File: src/dtb_pkg.sv
`default_nettype none
package dtb_pkg;
  localparam int unsigned CLK_HZ = 50_000_000;
  localparam int unsigned AW = 16;
  localparam int unsigned DW = 16;
  localparam int unsigned PW = 15;

  // Register byte offsets
  localparam logic [AW-1:0] CTRL_OFS    = 16'hE8AC;
  localparam logic [AW-1:0] CMP_ACT_OFS = 16'hE8B4;
  localparam logic [AW-1:0] CMP_SHD_OFS = 16'hE8B6;
  localparam logic [AW-1:0] CMD_OFS     = 16'hE8A6;
  localparam logic [AW-1:0] SSHOT_OFS   = 16'hE8AE;
  localparam logic [AW-1:0] MPER_OFS    = 16'hE8C0;
  localparam logic [AW-1:0] APER_OFS    = 16'hE8C2;
  localparam logic [AW-1:0] MCNT_OFS    = 16'hE8C4;
  localparam logic [AW-1:0] ACNT_OFS    = 16'hE8C6;

  // Control register fields
  localparam int unsigned MAIN_SEL_LSB = 0;
  localparam int unsigned MAIN_PRE_BIT = 3;
  localparam int unsigned MAIN_RUN_BIT = 4;
  localparam int unsigned MAIN_REQ_BIT = 5;
  localparam int unsigned MAIN_DIR_BIT = 6;
  localparam int unsigned MAIN_CTM_BIT = 7;
  localparam int unsigned AUX_SEL_LSB  = 8;
  localparam int unsigned AUX_PRE_BIT  = 11;
  localparam int unsigned AUX_RUN_BIT  = 12;
  localparam int unsigned AUX_REQ_BIT  = 13;

  // Command register bits, write-only
  localparam int unsigned MAIN_CLR_BIT = 0;
  localparam int unsigned MAIN_SET_BIT = 1;
  localparam int unsigned MAIN_STR_BIT = 6;
  localparam int unsigned MAIN_STD_BIT = 7;
  localparam int unsigned AUX_CLR_BIT  = 8;
  localparam int unsigned AUX_SET_BIT  = 9;
  localparam int unsigned AUX_STR_BIT  = 14;
  localparam int unsigned AUX_STD_BIT  = 15;

  // Single-shot register bits
  localparam int unsigned MAIN_SS_BIT = 0;
  localparam int unsigned AUX_SS_BIT  = 1;

  localparam logic [DW-1:0] ZERO16    = 16'h0000;
  localparam logic [DW-1:0] ONE16     = 16'h0001;
  localparam logic [PW-1:0] PRE_ZERO  = 15'h0000;
  localparam logic [PW-1:0] PRE_ONE   = 15'h0001;
  localparam logic [PW-1:0] PRE_ALL   = 15'h7FFF;
  localparam logic [3:0]    PRE256_SH = 4'h8;

  typedef struct packed {
    logic       pre;
    logic [2:0] sel;
  } dtb_cfg_type;

  localparam dtb_cfg_type CFG_RST = 4'h0;
endpackage
`default_nettype wire

File: src/dtb_timer_ctrl.sv
// The implementer's own choice: the plain strobed port.
`default_nettype none
// How it works
// - Active aux compare value feeds the equality check; only hardware changes it
// - Each aux shadow transfer copies shadow compare value into active register
// - Aux run flag gates counting; software set/clear, single-shot clears it
// - Main run flag gates counting; software set/clear, single-shot clears it
// - Simultaneous set and clear requests on a run flag leave it unchanged
// - Prescale enable bit adds a divide-by-256 stage to that timer's clock
// - Three-bit clock select per timer, main bits 2:0, aux bits 10:8
// - Clock select and prescale writes are ignored while that timer runs
// - Main mode bit: 0 edge-aligned counting, 1 center-aligned up/down
// - Read-only direction bit shows main count direction, 1 means down
// - Each timer has a read-only shadow transfer pending flag
// - Pending flag clears by itself when the shadow transfer happens
// - Aux transfer occurs on wrap to zero after period match, or while stopped
// - Writing 1 to run set starts, run clear stops; writing 0 does nothing
// - Active compare is read-only, shadow compare is read-write
module dtb_timer_ctrl (
  input  wire logic                  clk,
  input  wire logic                  sys_rst,
  input  wire logic [dtb_pkg::AW-1:0] reg_addr,
  input  wire logic [dtb_pkg::DW-1:0] reg_wdata,
  input  wire logic                  reg_wr,
  input  wire logic                  reg_rd,
  output logic      [dtb_pkg::DW-1:0] reg_rdata,
  output logic      [dtb_pkg::DW-1:0] main_count,
  output logic      [dtb_pkg::DW-1:0] aux_count,
  output logic                       aux_compare_match,
  output logic                       aux_shadow_transfer_pulse
);

  function automatic logic dtb_hit(input logic [dtb_pkg::AW-1:0] a,
                                   input logic [dtb_pkg::AW-1:0] ofs,
                                   input logic                  stb);
    dtb_hit = stb && (a == ofs);
  endfunction

  // Low ones mask of the prescaler counter for the selected ratio
  function automatic logic [dtb_pkg::PW-1:0] dtb_div_mask(
      input dtb_pkg::dtb_cfg_type c);
    logic [3:0] sh;
    sh = {1'b0, c.sel} + (c.pre ? dtb_pkg::PRE256_SH : 4'h0);
    dtb_div_mask = ~(dtb_pkg::PRE_ALL << sh);
  endfunction

  dtb_pkg::dtb_cfg_type   main_cfg, aux_cfg;
  logic                   main_alignment_mode, main_count_direction;
  logic                   main_run_flag, aux_run_flag;
  logic                   main_shadow_request, aux_shadow_request;
  logic                   main_single_shot_ctl, aux_single_shot_ctl;
  logic [dtb_pkg::DW-1:0] aux_compare_value, aux_compare_shadow_value;
  logic [dtb_pkg::DW-1:0] main_period, main_period_shadow;
  logic [dtb_pkg::DW-1:0] aux_period, aux_period_shadow;
  logic [dtb_pkg::PW-1:0] main_pre_cnt, aux_pre_cnt;
  logic                   main_tick, aux_tick, main_end, aux_end;
  logic                   main_st, aux_st, cmd_wr, ctrl_wr;
  logic                   main_run_set_cmd, main_run_clear_cmd;
  logic                   aux_run_set_cmd, aux_run_clear_cmd;
  logic                   main_str, main_std, aux_str, aux_std;
  logic [dtb_pkg::DW-1:0] ctrl_view, next_rdata;

  assign cmd_wr             = dtb_hit(reg_addr, dtb_pkg::CMD_OFS, reg_wr);
  assign ctrl_wr            = dtb_hit(reg_addr, dtb_pkg::CTRL_OFS, reg_wr);
  assign main_run_set_cmd   = cmd_wr && reg_wdata[dtb_pkg::MAIN_SET_BIT];
  assign main_run_clear_cmd = cmd_wr && reg_wdata[dtb_pkg::MAIN_CLR_BIT];
  assign aux_run_set_cmd    = cmd_wr && reg_wdata[dtb_pkg::AUX_SET_BIT];
  assign aux_run_clear_cmd  = cmd_wr && reg_wdata[dtb_pkg::AUX_CLR_BIT];
  assign main_str           = cmd_wr && reg_wdata[dtb_pkg::MAIN_STR_BIT];
  assign main_std           = cmd_wr && reg_wdata[dtb_pkg::MAIN_STD_BIT];
  assign aux_str            = cmd_wr && reg_wdata[dtb_pkg::AUX_STR_BIT];
  assign aux_std            = cmd_wr && reg_wdata[dtb_pkg::AUX_STD_BIT];

  // Count enables: 2^sel, times 256 when prescale is on
  assign main_tick = main_run_flag &&
    ((main_pre_cnt & dtb_div_mask(main_cfg)) ==
     dtb_div_mask(main_cfg));
  assign aux_tick = aux_run_flag &&
    ((aux_pre_cnt & dtb_div_mask(aux_cfg)) ==
     dtb_div_mask(aux_cfg));

  // Period end: wrap after period match, or bottom turn in center mode
  assign main_end = main_tick && (main_alignment_mode ?
    (main_count_direction && (main_count == dtb_pkg::ZERO16)) :
    (main_count == main_period));
  assign aux_end = aux_tick && (aux_count == aux_period);

  assign main_st = main_shadow_request && (main_end || !main_run_flag);
  assign aux_st  = aux_shadow_request && (aux_end || !aux_run_flag);

  always_ff @(posedge clk or posedge sys_rst) begin
    if (sys_rst) begin
      main_pre_cnt <= dtb_pkg::PRE_ZERO;
      aux_pre_cnt  <= dtb_pkg::PRE_ZERO;
    end else begin
      main_pre_cnt <= main_run_flag ? main_pre_cnt + dtb_pkg::PRE_ONE :
                                      dtb_pkg::PRE_ZERO;
      aux_pre_cnt  <= aux_run_flag ? aux_pre_cnt + dtb_pkg::PRE_ONE :
                                     dtb_pkg::PRE_ZERO;
    end
  end

  // Clock config frozen while running so a live divider never glitches
  always_ff @(posedge clk or posedge sys_rst) begin
    if (sys_rst) begin
      main_cfg            <= dtb_pkg::CFG_RST;
      aux_cfg             <= dtb_pkg::CFG_RST;
      main_alignment_mode <= 1'b0;
    end else if (ctrl_wr) begin
      main_alignment_mode <= reg_wdata[dtb_pkg::MAIN_CTM_BIT];
      if (!main_run_flag) begin
        main_cfg.sel <= reg_wdata[dtb_pkg::MAIN_SEL_LSB +: 3];
        main_cfg.pre <= reg_wdata[dtb_pkg::MAIN_PRE_BIT];
      end
      if (!aux_run_flag) begin
        aux_cfg.sel <= reg_wdata[dtb_pkg::AUX_SEL_LSB +: 3];
        aux_cfg.pre <= reg_wdata[dtb_pkg::AUX_PRE_BIT];
      end
    end
  end

  always_ff @(posedge clk or posedge sys_rst) begin
    if (sys_rst) begin
      main_single_shot_ctl <= 1'b0;
      aux_single_shot_ctl  <= 1'b0;
    end else if (dtb_hit(reg_addr, dtb_pkg::SSHOT_OFS, reg_wr)) begin
      main_single_shot_ctl <= reg_wdata[dtb_pkg::MAIN_SS_BIT];
      aux_single_shot_ctl  <= reg_wdata[dtb_pkg::AUX_SS_BIT];
    end
  end

  // Any mix of set and clear sources leaves the flag alone
  always_ff @(posedge clk or posedge sys_rst) begin
    if (sys_rst) begin
      main_run_flag <= 1'b0;
    end else if (main_run_set_cmd &&
                 !(main_run_clear_cmd ||
                   (main_end && main_single_shot_ctl))) begin
      main_run_flag <= 1'b1;
    end else if (!main_run_set_cmd &&
                 (main_run_clear_cmd ||
                  (main_end && main_single_shot_ctl))) begin
      main_run_flag <= 1'b0;
    end
  end

  always_ff @(posedge clk or posedge sys_rst) begin
    if (sys_rst) begin
      aux_run_flag <= 1'b0;
    end else if (aux_run_set_cmd &&
                 !(aux_run_clear_cmd ||
                   (aux_end && aux_single_shot_ctl))) begin
      aux_run_flag <= 1'b1;
    end else if (!aux_run_set_cmd &&
                 (aux_run_clear_cmd ||
                  (aux_end && aux_single_shot_ctl))) begin
      aux_run_flag <= 1'b0;
    end
  end

  // A new request in the transfer cycle wins over the automatic clear
  always_ff @(posedge clk or posedge sys_rst) begin
    if (sys_rst) begin
      main_shadow_request <= 1'b0;
      aux_shadow_request  <= 1'b0;
    end else begin
      if (main_str) begin
        main_shadow_request <= 1'b1;
      end else if (main_st || main_std) begin
        main_shadow_request <= 1'b0;
      end
      if (aux_str) begin
        aux_shadow_request <= 1'b1;
      end else if (aux_st || aux_std) begin
        aux_shadow_request <= 1'b0;
      end
    end
  end

  always_ff @(posedge clk or posedge sys_rst) begin
    if (sys_rst) begin
      aux_compare_shadow_value <= dtb_pkg::ZERO16;
      main_period_shadow       <= dtb_pkg::ZERO16;
      aux_period_shadow        <= dtb_pkg::ZERO16;
    end else begin
      if (dtb_hit(reg_addr, dtb_pkg::CMP_SHD_OFS, reg_wr)) begin
        aux_compare_shadow_value <= reg_wdata;
      end
      if (dtb_hit(reg_addr, dtb_pkg::MPER_OFS, reg_wr)) begin
        main_period_shadow <= reg_wdata;
      end
      if (dtb_hit(reg_addr, dtb_pkg::APER_OFS, reg_wr)) begin
        aux_period_shadow <= reg_wdata;
      end
    end
  end

  // Active values have no software write path at all
  always_ff @(posedge clk or posedge sys_rst) begin
    if (sys_rst) begin
      aux_compare_value <= dtb_pkg::ZERO16;
      aux_period        <= dtb_pkg::ZERO16;
      main_period       <= dtb_pkg::ZERO16;
    end else begin
      if (aux_st) begin
        aux_compare_value <= aux_compare_shadow_value;
        aux_period        <= aux_period_shadow;
      end
      if (main_st) begin
        main_period <= main_period_shadow;
      end
    end
  end

  always_ff @(posedge clk or posedge sys_rst) begin
    if (sys_rst) begin
      main_count           <= dtb_pkg::ZERO16;
      main_count_direction <= 1'b0;
    end else if (!main_alignment_mode) begin
      main_count_direction <= 1'b0;
      if (main_tick) begin
        main_count <= (main_count == main_period) ? dtb_pkg::ZERO16 :
                      main_count + dtb_pkg::ONE16;
      end
    end else if (main_tick) begin
      if (main_count_direction) begin
        if (main_count == dtb_pkg::ZERO16) begin
          main_count_direction <= 1'b0;
          main_count           <= main_count + dtb_pkg::ONE16;
        end else begin
          main_count <= main_count - dtb_pkg::ONE16;
        end
      end else if (main_count >= main_period) begin
        main_count_direction <= 1'b1;
        main_count           <= main_count - dtb_pkg::ONE16;
      end else begin
        main_count <= main_count + dtb_pkg::ONE16;
      end
    end
  end

  always_ff @(posedge clk or posedge sys_rst) begin
    if (sys_rst) begin
      aux_count <= dtb_pkg::ZERO16;
    end else if (aux_tick) begin
      aux_count <= aux_end ? dtb_pkg::ZERO16 :
                   aux_count + dtb_pkg::ONE16;
    end
  end

  always_ff @(posedge clk or posedge sys_rst) begin
    if (sys_rst) begin
      aux_compare_match         <= 1'b0;
      aux_shadow_transfer_pulse <= 1'b0;
    end else begin
      aux_compare_match         <= (aux_count == aux_compare_value);
      aux_shadow_transfer_pulse <= aux_st;
    end
  end

  always_comb begin
    ctrl_view = dtb_pkg::ZERO16;
    ctrl_view[dtb_pkg::MAIN_SEL_LSB +: 3] = main_cfg.sel;
    ctrl_view[dtb_pkg::MAIN_PRE_BIT]      = main_cfg.pre;
    ctrl_view[dtb_pkg::MAIN_RUN_BIT]      = main_run_flag;
    ctrl_view[dtb_pkg::MAIN_REQ_BIT]      = main_shadow_request;
    ctrl_view[dtb_pkg::MAIN_DIR_BIT]      = main_count_direction;
    ctrl_view[dtb_pkg::MAIN_CTM_BIT]      = main_alignment_mode;
    ctrl_view[dtb_pkg::AUX_SEL_LSB +: 3]  = aux_cfg.sel;
    ctrl_view[dtb_pkg::AUX_PRE_BIT]       = aux_cfg.pre;
    ctrl_view[dtb_pkg::AUX_RUN_BIT]       = aux_run_flag;
    ctrl_view[dtb_pkg::AUX_REQ_BIT]       = aux_shadow_request;
  end

  always_comb begin
    next_rdata = dtb_pkg::ZERO16;
    unique case (reg_addr)
      dtb_pkg::CTRL_OFS:    next_rdata = ctrl_view;
      dtb_pkg::CMP_ACT_OFS: next_rdata = aux_compare_value;
      dtb_pkg::CMP_SHD_OFS: next_rdata = aux_compare_shadow_value;
      dtb_pkg::SSHOT_OFS: begin
        next_rdata[dtb_pkg::MAIN_SS_BIT] = main_single_shot_ctl;
        next_rdata[dtb_pkg::AUX_SS_BIT]  = aux_single_shot_ctl;
      end
      dtb_pkg::MPER_OFS:    next_rdata = main_period_shadow;
      dtb_pkg::APER_OFS:    next_rdata = aux_period_shadow;
      dtb_pkg::MCNT_OFS:    next_rdata = main_count;
      dtb_pkg::ACNT_OFS:    next_rdata = aux_count;
      default:              next_rdata = dtb_pkg::ZERO16;
    endcase
  end

  // Read data stands only in the cycle after the strobe
  always_ff @(posedge clk or posedge sys_rst) begin
    if (sys_rst) begin
      reg_rdata <= dtb_pkg::ZERO16;
    end else begin
      reg_rdata <= reg_rd ? next_rdata : dtb_pkg::ZERO16;
    end
  end
endmodule
`default_nettype wire

File: config.mk
export PLATFORM = sky130hd
export DESIGN_NAME = dtb_timer_ctrl
export DESIGN_NICKNAME = d
export VERILOG_FILES = /design/src/dtb_pkg.sv /design/src/dtb_timer_ctrl.sv
export SDC_FILE = /design/constraint.sdc
export NUM_CORES = 1
export LEC_CHECK = 0
export BUFFER_PORTS_ARGS = -buffer_cell sky130_fd_sc_hd__buf_2
export CORE_AREA = 2 2 207 107
export CTS_CLUSTER_SIZE = 10
export DETAILED_ROUTE_END_ITERATION = 10
export DIE_AREA = 0 0 209 109
export PLACE_DENSITY = 0.78
export SYNTH_ARGS = -nofsm -noshare
export SYNTH_HDL_FRONTEND = slang
export SYNTH_SLANG_ARGS = --single-unit
File: constraint.sdc
create_clock -name clk -period 8.1 [get_ports clk]
set_clock_uncertainty 0.05 [all_clocks]
set_input_delay 1.62 -clock clk [delete_from_list [all_inputs] [get_ports clk]]
set_output_delay 1.62 -clock clk [all_outputs]
set_load 0.005 [all_outputs]
==> out/metrics.csv <==
stage;metric;value;unit
power_and_ir_drop;leakage;5.19;nW
cts;htreeDepth;4;
timing;fin_crit_sh;0.521;
worst_setup_path;cp_num_buf_inv;1;
place;dp_hpwl;19.6;mm
cts;cts_resized;0;
min_path;holdPathEnd;aux_pre_cnt[0];
floorplan;die_width;209;µm
timing;slew_headroom;0.380;
cts;cts_buffer_depth;2;
place;dp.cells;1285;
detailed_routing;drt_iter0_drc;947;
worst_setup_path;crit_slowest_cell;nand2_1;
detailed_routing;firstDrtPassIters;9;
timing;worstMarginPinSlew;930;ps
worst_setup_path;rrSetupSlack;4830;ps
min_path;min_from;aux_pre_cnt[0];
layout;drive_gt1_frac;0.271;
global_routing;grtUsageTotal;0.252;
timing;tns;0;ps
worst_setup_path;r2r-start;main_count[9];
flow_run;cap_viol_max_count;0;
detailed_routing;via_per_inst;6.10;
detailed_routing;ant_nets;0;
worst_setup_path;path_max_fanout;17;
layout;area_growth;11.3;%
worst_setup_path;required;8380;ps
cts;tritoncts;yes;
yosys;yosysSeqAreaShare;0.466;
yosys;synth.avg_cell_area;10.7;µm²
layout;final_common_cell;dfrtp_1;
timing;maxSlewViolCount;0;
timing;setup_violations;0;
global_routing;grt_max_degree;120;
detailed_routing;wl_per_cell;20.9;µm
worst_setup_path;crit_chain;buf_2 > and4bb_2 > nand4_2 > or2_2 > nor3_4 > nand2_1 > mux2_2;
global_routing;grt_pass1_wl;43.6;mm
worst_setup_path;crit_type;input port to flop;
power_and_ir_drop;p_seq_frac;0.520;
yosys;synthDistinctLibCells;80;
cts;clk_pin_slew;70;ps
floorplan;fp.coreArea;0.0212;mm²
timing;max_freq;237;MHz
place;place_ws;3550;ps
yosys;synth-edff-count;0;
yosys;yosys_warnings;0;
layout;fillerInstances;1769;
global_routing;antenna_found_initial;0;
power_and_ir_drop;p_per_area;161;mW/mm²
cts;ctsHoldBuffers;0;
cts;numCtsBuffers;17;
timing;fin_crit;4220;ps
place;portBuffers;85;
layout;fin_cells;1315;
place;gp_congestion;0.935;
power_and_ir_drop;p_comb_frac;0.023;
timing;rsz0062_at_grt;false;
layout;layout_common_cells;dfrtp_1 (192), mux2_2 (114), buf_2 (85);
cts;cts_setup_buffers;0;
yosys;async_reset_ff_frac;1.00;
worst_setup_path;crit_arrival;4500;ps
layout;fin_nets;1084;
yosys;syn_inst;960;
worst_setup_path;reg2reg_to;main_count[7];
cts;clk_latency;450;ps
power_and_ir_drop;p_sw_frac;0.221;
floorplan;fp.dieH;109;µm
global_routing;grt_pass1_vias;7615;
layout;final_util;0.542;
worst_setup_path;rr_worst_depth;9;
power_and_ir_drop;clock_power_share;0.457;
floorplan;start_util;0.487;
power_and_ir_drop;total_power;1.84;mW
yosys;syn_area;0.0103;mm²
power_and_ir_drop;irDropWorstVdd;114;µV
power_and_ir_drop;switchingPower;408;µW
yosys;synthFlopType;dfrtp_1;
floorplan;die_area;0.0228;mm²
power_and_ir_drop;p_int;1.44;mW
timing;hold_violations;0;
global_routing;grt_overflow_total;0;
floorplan;pin_count;86;
detailed_routing;route.detailed.drc;0;
yosys;syn-num-nets;1020;
floorplan;core.rowCount;38;
timing;fin_ws;3880;ps
min_path;whs_path_depth;1;
cts;root_buffer;clkbuf_16;
worst_setup_path;crit_family;simple AND/OR/NAND/NOR gates;
status;outcome;finished clean;
cts;clkSinkCount;192;
worst_setup_path;end_kind;flop;
worst_setup_path;slowest_delay;700;ps
min_path;hold_class;flop to flop;
yosys;yosys_register_bits;192;
detailed_routing;routed_wl;27.5;mm
detailed_routing;route.vias.total;8026;
layout;antennaDiodeCount;0;
worst_setup_path;cp-start-kind;input port;
registers in the layout, summed over array words and instances (netlist names), 4 cells and up:
| name | cells |
|---|---|
| aux_count | 16 |
| main_period | 16 |
| aux_cfg | 4 |
| main_count | 16 |
| reg_rdata | 16 |
| aux_pre_cnt | 15 |
| main_period_shadow | 16 |
| ctrl_view | 4 |
| main_pre_cnt | 15 |
| aux_compare_shadow_value | 16 |
| aux_period | 16 |
| aux_period_shadow | 16 |
| aux_compare_value | 16 |
synthesized netlist by cell type (4+ instances only):
master,count,area share
a21oi_1,37,0.018
nand4_1,19,0.012
nor2_1,63,0.023
or3_1,8,0.0049
mux2_2,114,0.12
nand2b_1,12,0.0073
nor4_1,5,0.0030
xor2_1,16,0.014
o21a_1,7,0.0051
a31oi_1,5,0.0030
a222oi_1,28,0.027
nand2_1,60,0.022
nor3_1,22,0.011
or2_2,5,0.0030
buf_2,15,0.0073
mux2_4,10,0.015
o21ai_0,45,0.022
nand3_1,29,0.014
a21boi_0,8,0.0058
clkbuf_1,25,0.0091
ha_1,24,0.029
and2_1,8,0.0049
inv_1,38,0.014
o31ai_1,11,0.0080
buf_6,7,0.0076
and3_1,10,0.0061
xnor2_1,41,0.035
nor2b_1,6,0.0036
o41ai_1,4,0.0034
dfrtp_1,192,0.47
o211ai_1,6,0.0044
a22oi_1,10,0.0073
per-stage QoR:
step	instance area, µm²	hold slack [ps]
finish	11500	453
global route	11500	473
CTS	11500	457
detailed placement	10900	445
global placement	10900	440
floorplan	10300	396
power groups by stage:
stage	Sequential, mW	Combinational (mW)	Clock, mW
floorplan	0.977	0.0189	0
global placement	0.977	0.0419	0
detailed placement	0.977	0.0426	0
CTS	0.958	0.0426	0.853
global route	0.958	0.0472	0.892
finish	0.959	0.0418	0.842
cell type report:
class	instances	area, µm²	area share
Multi-Input combinational cell	678	5080	0.443
Clock buffer	21	460	0.0401
Timing Repair Buffer	97	515	0.0449
Inverter	38	150	0.0131
Clock inverter	9	110	0.00959
Sequential cell	192	4800	0.419
Tap cell	280	350	0.0305
worst max path at each step:
stage | end | cells past startpoint | start
after global placement | main_period_shadow[10] | 7 | reg_addr[12]
after CTS | main_period_shadow[11] | 7 | reg_addr[12]
after detailed placement | main_period_shadow[10] | 7 | reg_addr[12]
final | main_period_shadow[11] | 7 | reg_addr[12]
after global routing | main_period_shadow[11] | 7 | reg_addr[12]
after floorplan | aux_cfg[0] | 1 | sys_rst
cell families after synthesis:
family                   count (synthesis)  synth area share
AND/OR/NAND/NOR                        277             0.140
AO/OA/AOI/OAI                          196             0.135
flip-flops                             192             0.466
multiplexers                           124             0.139
buffers and inverters                   90            0.0420
XOR/XNOR                                57            0.0484
adder cells (fa/ha/maj)                 24            0.0291
metal layers:
layer  global-route usage  up-vias  routed length, µm
met1                0.385     3941              13300
met5                    0        -                  0
met4               0.0857        0                588
met3               0.0789       43               2950
li1                     -     3634                  -
met2                0.332      408              10700
No activity file was read; power rests on OpenSTA's default activity.
